==> config.mk <==
export PLATFORM = sky130hd
export DESIGN_NAME = output_driver_gain_mute_regs
export DESIGN_NICKNAME = d
export VERILOG_FILES = /design/src/verilog/output_driver_gain_mute_regs.v /design/src/verilog/gain_ramp.v
export VERILOG_INCLUDE_DIRS = /design/src /design/src/verilog
export SDC_FILE = /design/constraint.sdc
export NUM_CORES = 1
export LEC_CHECK = 0
export BUFFER_PORTS_ARGS = -buffer_cell sky130_fd_sc_hd__buf_2
export CORE_ASPECT_RATIO = 0.5
export CORE_MARGIN = 8
export CORE_UTILIZATION = 51
export CTS_BUF_LIST = sky130_fd_sc_hd__clkbuf_4 sky130_fd_sc_hd__clkbuf_8
export DETAILED_ROUTE_END_ITERATION = 10
export PLACE_DENSITY = 0.67
export SETUP_SLACK_MARGIN = 0.2
export SLEW_MARGIN = 30
export SYNTH_ARGS = -nofsm -noshare
export SYNTH_HDL_FRONTEND = slang
export SYNTH_SLANG_ARGS = --single-unit
==> constraint.sdc <==
create_clock -name clk -period 2.7 [get_ports clk]
set_input_delay 0.81 -clock clk [delete_from_list [all_inputs] [get_ports clk]]
set_output_delay 0.81 -clock clk [all_outputs]
set_load 0.02 [all_outputs]
==> src/verilog/output_driver_map.vh <==
// Summary of operation
// - Left headphone gain bits 6:3 select code in dB, 0 to 9; resets 0000.
// - Left headphone bit 2: 0 mutes (reset), 1 unmutes.
// - Left headphone read-only bit 0 is 1 only when all gains applied.
// - Right headphone gain bits 6:3 select 0 to 9 dB in 1 dB steps; resets 0000.
// - Right headphone bit 2: 0 mutes (reset), 1 plays.
// - Right headphone read-only bit 0 is 1 once all gains in effect.
// - Headphone bit 1 reserved, resets to 1; software writes 1 on right.
// - Speaker gain bits 4:3 select 6, 12, 18 or 24 dB; resets 00.
// - Speaker bit 2: 0 holds class-D muted (reset), 1 unmuted.
// - Speaker read-only bit 0 is 1 once all gains applied.
`ifndef OUTPUT_DRIVER_MAP_VH
`define OUTPUT_DRIVER_MAP_VH
`define LEFT_HEADPHONE_DRIVER_CTRL_ADDR 7'h28
`define RIGHT_HEADPHONE_DRIVER_CTRL_ADDR 7'h29
`define LEFT_SPEAKER_DRIVER_CTRL_ADDR 7'h2a
`define HP_GAIN_MSB 6
`define HP_GAIN_LSB 3
`define SPK_GAIN_MSB 4
`define SPK_GAIN_LSB 3
`define UNMUTE_BIT 2
`define HP_RSVD1_BIT 1
`define APPLIED_BIT 0
`define HP_GAIN_RESET 4'h0
`define HP_GAIN_MAX 4'h9
`define SPK_GAIN_RESET 2'h0
`define HP_RSVD1_RESET 1'h1
`define HP_WRITE_MASK 8'hfe
`define SPK_WRITE_MASK 8'hfe
`define HP_RESET_VALUE 8'h02
`define SPK_RESET_VALUE 8'h00
`define GAIN_STEP_TIME_NS 1000
`define GAIN_STEP_CYCLES ((`GAIN_STEP_TIME_NS + 24) / 25)
`endif

==> src/verilog/output_driver_gain_mute_regs.v <==
`timescale 1ns/1ps
`default_nettype none
`include "output_driver_map.vh"
module output_driver_gain_mute_regs #(
    parameter STEP_CYCLES = `GAIN_STEP_CYCLES
) (
    // Clock and reset
    input wire clk,
    input wire arst_n,
    // Register port from the host control interface
    input wire [6:0] reg_addr,
    input wire reg_wr,
    input wire [7:0] reg_wdata,
    input wire reg_rd,
    output reg [7:0] reg_rdata_q,
    // Left headphone driver controls
    output reg [3:0] left_headphone_driver_gain_q,
    output reg left_headphone_driver_unmute_q,
    // Right headphone driver controls
    output reg [3:0] right_headphone_driver_gain_q,
    output reg right_headphone_driver_unmute_q,
    // Left speaker driver controls
    output reg [1:0] left_speaker_driver_gain_q,
    output reg left_speaker_driver_unmute_q
);
    // Stored control words and the restart pulse that follows each write
    reg [7:0] left_hp_ctrl_q;
    reg [7:0] right_hp_ctrl_q;
    reg [7:0] left_spk_ctrl_q;
    reg left_hp_restart_q;
    reg right_hp_restart_q;
    reg left_spk_restart_q;
    // Gain walkers: target code in, applied code and settled flag out
    wire [3:0] left_hp_target;
    wire [3:0] right_hp_target;
    wire [3:0] left_spk_target;
    wire [3:0] left_hp_applied;
    wire [3:0] right_hp_applied;
    wire [3:0] left_spk_applied;
    wire left_hp_done;
    wire right_hp_done;
    wire left_spk_done;
    // Address decode and the words seen by a read
    wire left_hp_sel;
    wire right_hp_sel;
    wire left_spk_sel;
    wire left_hp_wr;
    wire right_hp_wr;
    wire left_spk_wr;
    wire [7:0] left_hp_status;
    wire [7:0] right_hp_status;
    wire [7:0] left_spk_status;
    reg [7:0] rdata_d;

    // Reserved codes clamp to the top legal step so the stage stays defined
    function [3:0] clamp_hp;
        input [3:0] code;
        begin
            if (code > `HP_GAIN_MAX)
                clamp_hp = `HP_GAIN_MAX;
            else
                clamp_hp = code;
        end
    endfunction

    // Headphone gain field of a stored control word
    function [3:0] hp_gain_field;
        input [7:0] ctrl;
        begin
            hp_gain_field = ctrl[`HP_GAIN_MSB:`HP_GAIN_LSB];
        end
    endfunction

    // Speaker gain field, padded to the walker's width
    function [3:0] spk_gain_field;
        input [7:0] ctrl;
        begin
            spk_gain_field = {2'b00, ctrl[`SPK_GAIN_MSB:`SPK_GAIN_LSB]};
        end
    endfunction

    // Mute control bit of a stored word: 0 keeps the stage muted
    function unmute_of;
        input [7:0] ctrl;
        begin
            unmute_of = ctrl[`UNMUTE_BIT];
        end
    endfunction

    // Status bit 0 is read-only, so it is masked out of every stored word
    function [7:0] masked_word;
        input [7:0] data;
        input [7:0] mask;
        begin
            masked_word = data & mask;
        end
    endfunction

    // Read word: stored bits 7 to 1 with the live settled flag in bit 0
    // The restart pulse masks the flag in the cycle before the walker drops it
    function [7:0] read_word;
        input [7:0] ctrl;
        input settled;
        input restart;
        begin
            read_word = {ctrl[7:1], settled & ~restart};
        end
    endfunction

    // Exact match of the 7-bit register address
    function addr_match;
        input [6:0] addr;
        input [6:0] slot;
        begin
            addr_match = (addr == slot);
        end
    endfunction

    assign left_hp_sel = addr_match(reg_addr, `LEFT_HEADPHONE_DRIVER_CTRL_ADDR);
    assign right_hp_sel = addr_match(reg_addr, `RIGHT_HEADPHONE_DRIVER_CTRL_ADDR);
    assign left_spk_sel = addr_match(reg_addr, `LEFT_SPEAKER_DRIVER_CTRL_ADDR);
    assign left_hp_wr = reg_wr && left_hp_sel;
    assign right_hp_wr = reg_wr && right_hp_sel;
    assign left_spk_wr = reg_wr && left_spk_sel;

    assign left_hp_target = clamp_hp(hp_gain_field(left_hp_ctrl_q));
    assign right_hp_target = clamp_hp(hp_gain_field(right_hp_ctrl_q));
    assign left_spk_target = spk_gain_field(left_spk_ctrl_q);

    // Status words for the read decode
    assign left_hp_status = read_word(left_hp_ctrl_q, left_hp_done, left_hp_restart_q);
    assign right_hp_status = read_word(right_hp_ctrl_q, right_hp_done, right_hp_restart_q);
    assign left_spk_status = read_word(left_spk_ctrl_q, left_spk_done, left_spk_restart_q);

    // Reserved bits are stored as written; the host keeps them at their defined values
    // Left headphone control word and its restart pulse
    always @(posedge clk or negedge arst_n)
    begin
        if (!arst_n)
        begin
            left_hp_ctrl_q <= `HP_RESET_VALUE;
            left_hp_restart_q <= 1'b0;
        end
        else
        begin
            left_hp_restart_q <= left_hp_wr;
            if (left_hp_wr)
            begin
                left_hp_ctrl_q <= masked_word(reg_wdata, `HP_WRITE_MASK);
            end
        end
    end

    // Right headphone control word and its restart pulse
    always @(posedge clk or negedge arst_n)
    begin
        if (!arst_n)
        begin
            right_hp_ctrl_q <= `HP_RESET_VALUE;
            right_hp_restart_q <= 1'b0;
        end
        else
        begin
            right_hp_restart_q <= right_hp_wr;
            if (right_hp_wr)
            begin
                right_hp_ctrl_q <= masked_word(reg_wdata, `HP_WRITE_MASK);
            end
        end
    end

    // Left speaker control word and its restart pulse
    always @(posedge clk or negedge arst_n)
    begin
        if (!arst_n)
        begin
            left_spk_ctrl_q <= `SPK_RESET_VALUE;
            left_spk_restart_q <= 1'b0;
        end
        else
        begin
            left_spk_restart_q <= left_spk_wr;
            if (left_spk_wr)
            begin
                left_spk_ctrl_q <= masked_word(reg_wdata, `SPK_WRITE_MASK);
            end
        end
    end

    // One gain walker per stage steps the applied code toward the target
    // A write restarts the walk even when the code is unchanged
    gain_ramp #(
        .WIDTH(4),
        .STEP_CYCLES(STEP_CYCLES)
    ) u_left_hp_ramp (
        .clk(clk),
        .arst_n(arst_n),
        .target(left_hp_target),
        .restart(left_hp_restart_q),
        .applied_q(left_hp_applied),
        .done_q(left_hp_done)
    );

    gain_ramp #(
        .WIDTH(4),
        .STEP_CYCLES(STEP_CYCLES)
    ) u_right_hp_ramp (
        .clk(clk),
        .arst_n(arst_n),
        .target(right_hp_target),
        .restart(right_hp_restart_q),
        .applied_q(right_hp_applied),
        .done_q(right_hp_done)
    );

    gain_ramp #(
        .WIDTH(4),
        .STEP_CYCLES(STEP_CYCLES)
    ) u_left_spk_ramp (
        .clk(clk),
        .arst_n(arst_n),
        .target(left_spk_target),
        .restart(left_spk_restart_q),
        .applied_q(left_spk_applied),
        .done_q(left_spk_done)
    );

    // Read decode for the three mapped words; everything else reads zero
    always @*
    begin
        rdata_d = 8'h00;
        if (left_hp_sel)
        begin
            rdata_d = left_hp_status;
        end
        else if (right_hp_sel)
        begin
            rdata_d = right_hp_status;
        end
        else if (left_spk_sel)
        begin
            rdata_d = left_spk_status;
        end
    end

    // Read data is captured on the read strobe and held until the next one
    // Reading has no side effect on the settled flags
    always @(posedge clk or negedge arst_n)
    begin
        if (!arst_n)
            reg_rdata_q <= 8'h00;
        else if (reg_rd)
            reg_rdata_q <= rdata_d;
    end

    // Stage controls leave through flip-flops; gain follows the walker one cycle late
    // Left headphone stage controls
    always @(posedge clk or negedge arst_n)
    begin
        if (!arst_n)
        begin
            left_headphone_driver_gain_q <= `HP_GAIN_RESET;
            left_headphone_driver_unmute_q <= 1'b0;
        end
        else
        begin
            left_headphone_driver_gain_q <= left_hp_applied;
            left_headphone_driver_unmute_q <= unmute_of(left_hp_ctrl_q);
        end
    end

    // Right headphone stage controls
    always @(posedge clk or negedge arst_n)
    begin
        if (!arst_n)
        begin
            right_headphone_driver_gain_q <= `HP_GAIN_RESET;
            right_headphone_driver_unmute_q <= 1'b0;
        end
        else
        begin
            right_headphone_driver_gain_q <= right_hp_applied;
            right_headphone_driver_unmute_q <= unmute_of(right_hp_ctrl_q);
        end
    end

    // Left speaker stage controls
    always @(posedge clk or negedge arst_n)
    begin
        if (!arst_n)
        begin
            left_speaker_driver_gain_q <= `SPK_GAIN_RESET;
            left_speaker_driver_unmute_q <= 1'b0;
        end
        else
        begin
            left_speaker_driver_gain_q <= left_spk_applied[1:0];
            left_speaker_driver_unmute_q <= unmute_of(left_spk_ctrl_q);
        end
    end
endmodule
`default_nettype wire

==> src/verilog/gain_ramp.v <==
`timescale 1ns/1ps
`default_nettype none
// Walks the applied gain one code per step toward the programmed target
module gain_ramp #(
    parameter WIDTH = 4,
    parameter STEP_CYCLES = 40
) (
    // Clock and reset
    input wire clk,
    input wire arst_n,
    // Target from register
    input wire [WIDTH-1:0] target,
    input wire restart,
    // Applied gain and status
    output reg [WIDTH-1:0] applied_q,
    output reg done_q
);
    localparam CW = 16;
    reg [CW-1:0] cnt_q;
    wire step;

    assign step = (cnt_q == 16'h0000);

    always @(posedge clk or negedge arst_n)
    begin
        if (!arst_n)
        begin
            applied_q <= {WIDTH{1'b0}};
            cnt_q <= 16'h0000;
            // Settled flag reads 0 in reset and rises on the first edge after release
            done_q <= 1'b0;
        end
        else
        begin
            if (restart)
            begin
                cnt_q <= STEP_CYCLES[CW-1:0] - 16'h0001;
                done_q <= 1'b0;
            end
            else if (applied_q == target)
            begin
                cnt_q <= 16'h0000;
                done_q <= 1'b1;
            end
            else
            begin
                done_q <= 1'b0;
                if (step)
                begin
                    cnt_q <= STEP_CYCLES[CW-1:0] - 16'h0001;
                    if (applied_q < target)
                        applied_q <= applied_q + {{(WIDTH-1){1'b0}}, 1'b1};
                    else
                        applied_q <= applied_q - {{(WIDTH-1){1'b0}}, 1'b1};
                end
                else
                    cnt_q <= cnt_q - 16'h0001;
            end
        end
    end
endmodule
`default_nettype wire

==> metrics.md <==
| Metric | Value |
|---|---|
| Crit path top cell by count | or3_4 |
| Remaining DRCs | 0 |
| Total GRT Usage | 15.3% |
| Final setup fails | 0 |
| Reg2Reg Launch Point | u_left_spk_ramp.cnt_q[10] |
| CP startpoint | u_left_spk_ramp.cnt_q[10] |
| Biggest cell delay along the critical path | 0.55 ns |
| Row count | 25 |
| Number of vias in the routed layout | between 3,000 and 4,000 |
| I/O Buffers | 38 |
| Leak Pwr | between 2 and 3 nW |
| Core Util, Final | 60.8% |
| Vias in the first global route | ~3,400 |
| CTS Buf Count | 9 |
| Final min period | 2.41 ns |
| Area leader, netlist | dfrtp_1 |
| WL final | 9510 µm |
| Worst-Margin Slew | 0.578 ns |
| Overall Power | roughly 6 mW |
| Post-synthesis register bit count | ~110 |
| First-pass GRT wire length | 16,600 µm |
| PwrDens | just over 1000 nW/µm² |
| Die Ht | 86.5 µm |
| Final worst slack | 0.287 ns |
| Crit path DAT | approximately 2.7 ns |
| Synth top area cells | dfrtp_1, xnor2_1, ha_1, mux2_2, nor2_1 |
| Most frequent cells in the layout | dfrtp_1, nor2_1, buf_2 |
| Root Driver | clkbuf_8 |
| Pre-CTS WS | 0.0941 ns |
| Seq/Total Area, Yosys | 53.3% |
| Crit path buf inv count | 0 |
| N_diodes | 0 |
| Crit-path leading delay family | simple AND/OR/NAND/NOR gates |
| Syn. warnings | 0 |
| RSZ-0062 raised after global routing | true |
| Max_cap viols | 0 |
| Synthesized area per cell | 10.8 µm² |
| Setup Skew | 0.0128 ns |
| Initial DRC count | 140 |
| Post-CTS Hold Fix Bufs | 0 |
| Fmax | 414 MHz |
| WS Path Type | flip-flop to flip-flop |
| Worst setup EP type | flip-flop |
| H-tree Lvls | 3 |
| Critical path peak fanout | 5 |
| Clock Sinks | 108 |
| Synth Instances | ~470 |
| NumNets Final | 576 |
| Die X | 157 µm |
| Final period util | around nine tenths |
| CP max stage cell | or4_4 |
| Area after DPL | about 5500 µm² |
| Starting Density | 53.0% |
| CP cell instances | or4_4 -> or3_4 -> or3_4 -> nor3_4 -> mux2_2 |
| Register area | 2710 µm² |
| Routed len/inst | approximately 14 µm |
| Router iterations before antenna repair | 4 |
| CORE AREA | 9570 µm² |
| Post-DP HPWL | 6610 µm |
| RePlAce Congestion | 0.781 |
| I/O pin total | 40 |
| Filler cell count | 802 |
| Inst Count DP | 646 |
| Synthesized area | 5080 µm² |
| Final hold slack | 0.354 ns |
| Final setup TNS | 0 ns |
| Startpoint Class | flip-flop |
| CTS tree | yes |
| Share of layout cells above drive strength 1 | 21.6% |
| Worst vdd ir | 458 µV |
| Commonest non-fill, non-tap cell in the layout | dfrtp_1 |
| Status | complete, no violations |
| Post-route ant nets | 0 |
| Initial antenna violation count | 0 |
| Worst-path clk slew | 0.10 ns |
| Total grt overflow | 0 |
| Area Growth Syn to Fin | 14.7% |
| Final hold vios | 0 |
| Top-area cell type share of the netlist area | 52.3% |
| WP data required | 2.97 ns |
| Clk_lat worst skew | 0.38 ns |
| Number of vias per cell | between 5 and 6 |
| Largest net degree at the start of global routing | 50 |
| HP Class | input port to asynchronous set/reset pin |
| Area of the multi-input gates | around 2300 µm² |
| Final design area excluding fillers | 5820 µm² |
| Post-synthesis cell type count | 46 |
| Post-Layout Cell Count | between 600 and 700 |
| Final Slew Violations | 0 |
| Die area | 13,600 µm² |
| Max clock buf depth | 2 |
| Slew HR | 61.4% |
| Syn nets | around 520 |
-- synthesized netlist by cell type (all sizes together) --
cell type and number:
dfrtp 106, nor2 71, xnor2 34, a21oi 28
nand2 27, inv 26, mux2 24, ha 22
nor3 17, nand3 12, xor2 12, nor4 10
o21ai 8, o22ai 8, clkbuf 7, mux2i 7
or3 6, nand2b 5, nand4 5, nor2b 5
and3 3, fa 3, and2 2, buf 2
dfstp 2, nand3b 2, nor4b 2, o21bai 2
o31ai 2, or4 2, a2111oi 1, a21o 1
a2bb2oi 1, a31oi 1, a32oi 1, and4bb 1
nor3b 1, o211ai 1, o21a 1, or2 1
-- registers in the layout, indices dropped and copies added, names as in the netlist --
| signal | cells |
|---|---|
| u_left_spk_ramp.applied_q | 4 |
| u_left_hp_ramp.done_q | 1 |
| u_left_spk_ramp.done_q | 1 |
| reg_rdata_q | 8 |
| left_headphone_driver_unmute_q | 1 |
| left_hp_restart_q | 1 |
| u_right_hp_ramp.done_q | 1 |
| left_speaker_driver_gain_q | 2 |
| left_speaker_driver_unmute_q | 1 |
| u_right_hp_ramp.cnt_q | 16 |
| left_spk_restart_q | 1 |
| right_headphone_driver_gain_q | 4 |
| right_hp_ctrl_q | 7 |
| left_hp_ctrl_q | 7 |
| u_left_hp_ramp.cnt_q | 16 |
| u_left_spk_ramp.cnt_q | 16 |
| right_headphone_driver_unmute_q | 1 |
| u_right_hp_ramp.applied_q | 4 |
| left_headphone_driver_gain_q | 4 |
| left_spk_ctrl_q | 7 |
| u_left_hp_ramp.applied_q | 4 |
| right_hp_restart_q | 1 |
-- metal layers --
| metal | GRT usage, % | up-vias | share of wire (%) |
|---|---|---|---|
| met5 | 0 | - | 0 |
| met1 | 21.3 | 1648 | 50 |
| met4 | 4.37 | 0 | 1.1 |
| met2 | 22.8 | 39 | 46 |
| met3 | 4.37 | 10 | 3.2 |
| li1 | - | 1740 | - |
-- worst paths after layout --
kind / end / slack (ns) / cells past startpoint
max: u_left_spk_ramp.applied_q[1] / 0.29 / 5
min: reg_rdata_q[3] / 0.35 / 1
max reg2reg: u_left_spk_ramp.applied_q[1] / 0.29 / 5
min reg2reg: left_headphone_driver_unmute_q / 0.40 / 0
max in group asynchronous: u_right_hp_ramp.cnt_q[3] / 1.74 / 2
min in group clk: left_headphone_driver_unmute_q / 0.40 / 0
-- cell type report --
class                   count  area share [%]
well taps                 135            2.90
clock inverters             6            1.22
flip-flops and latches    108            46.4
multi-input cells         329            39.3
inverters                  26            1.68
repair buffers             58            6.10
clock buffers              10            2.36
-- power breakdown --
part	internal [mW]	leakage (nW)	total [mW]	switching [mW]
Sequential	2.09	1.41	2.48	0.390
Combinational	1.13	1.26	2.43	1.30
Clock	0.460	0.0991	1.03	0.566
-- cell families after synthesis --
kind of cell | count (synthesis) | share of synthesized area, %
AOI/OAI and AO/OA | 55 | 6.21
xor gates and xnor gates | 46 | 7.94
adders and majority gates | 25 | 6.61
buffers and inverters | 35 | 2.61
DFF | 108 | 53.3
muxes | 31 | 6.70
and+or+nand+nor | 172 | 16.6
-- timing repair --
item	4_1_cts	5_1_grt
buffers inserted	1	9
gates resized for setup	3	9
setup endpoints to repair	3	3
pin swaps	2	5
Power figures use the tool's default switching activity.
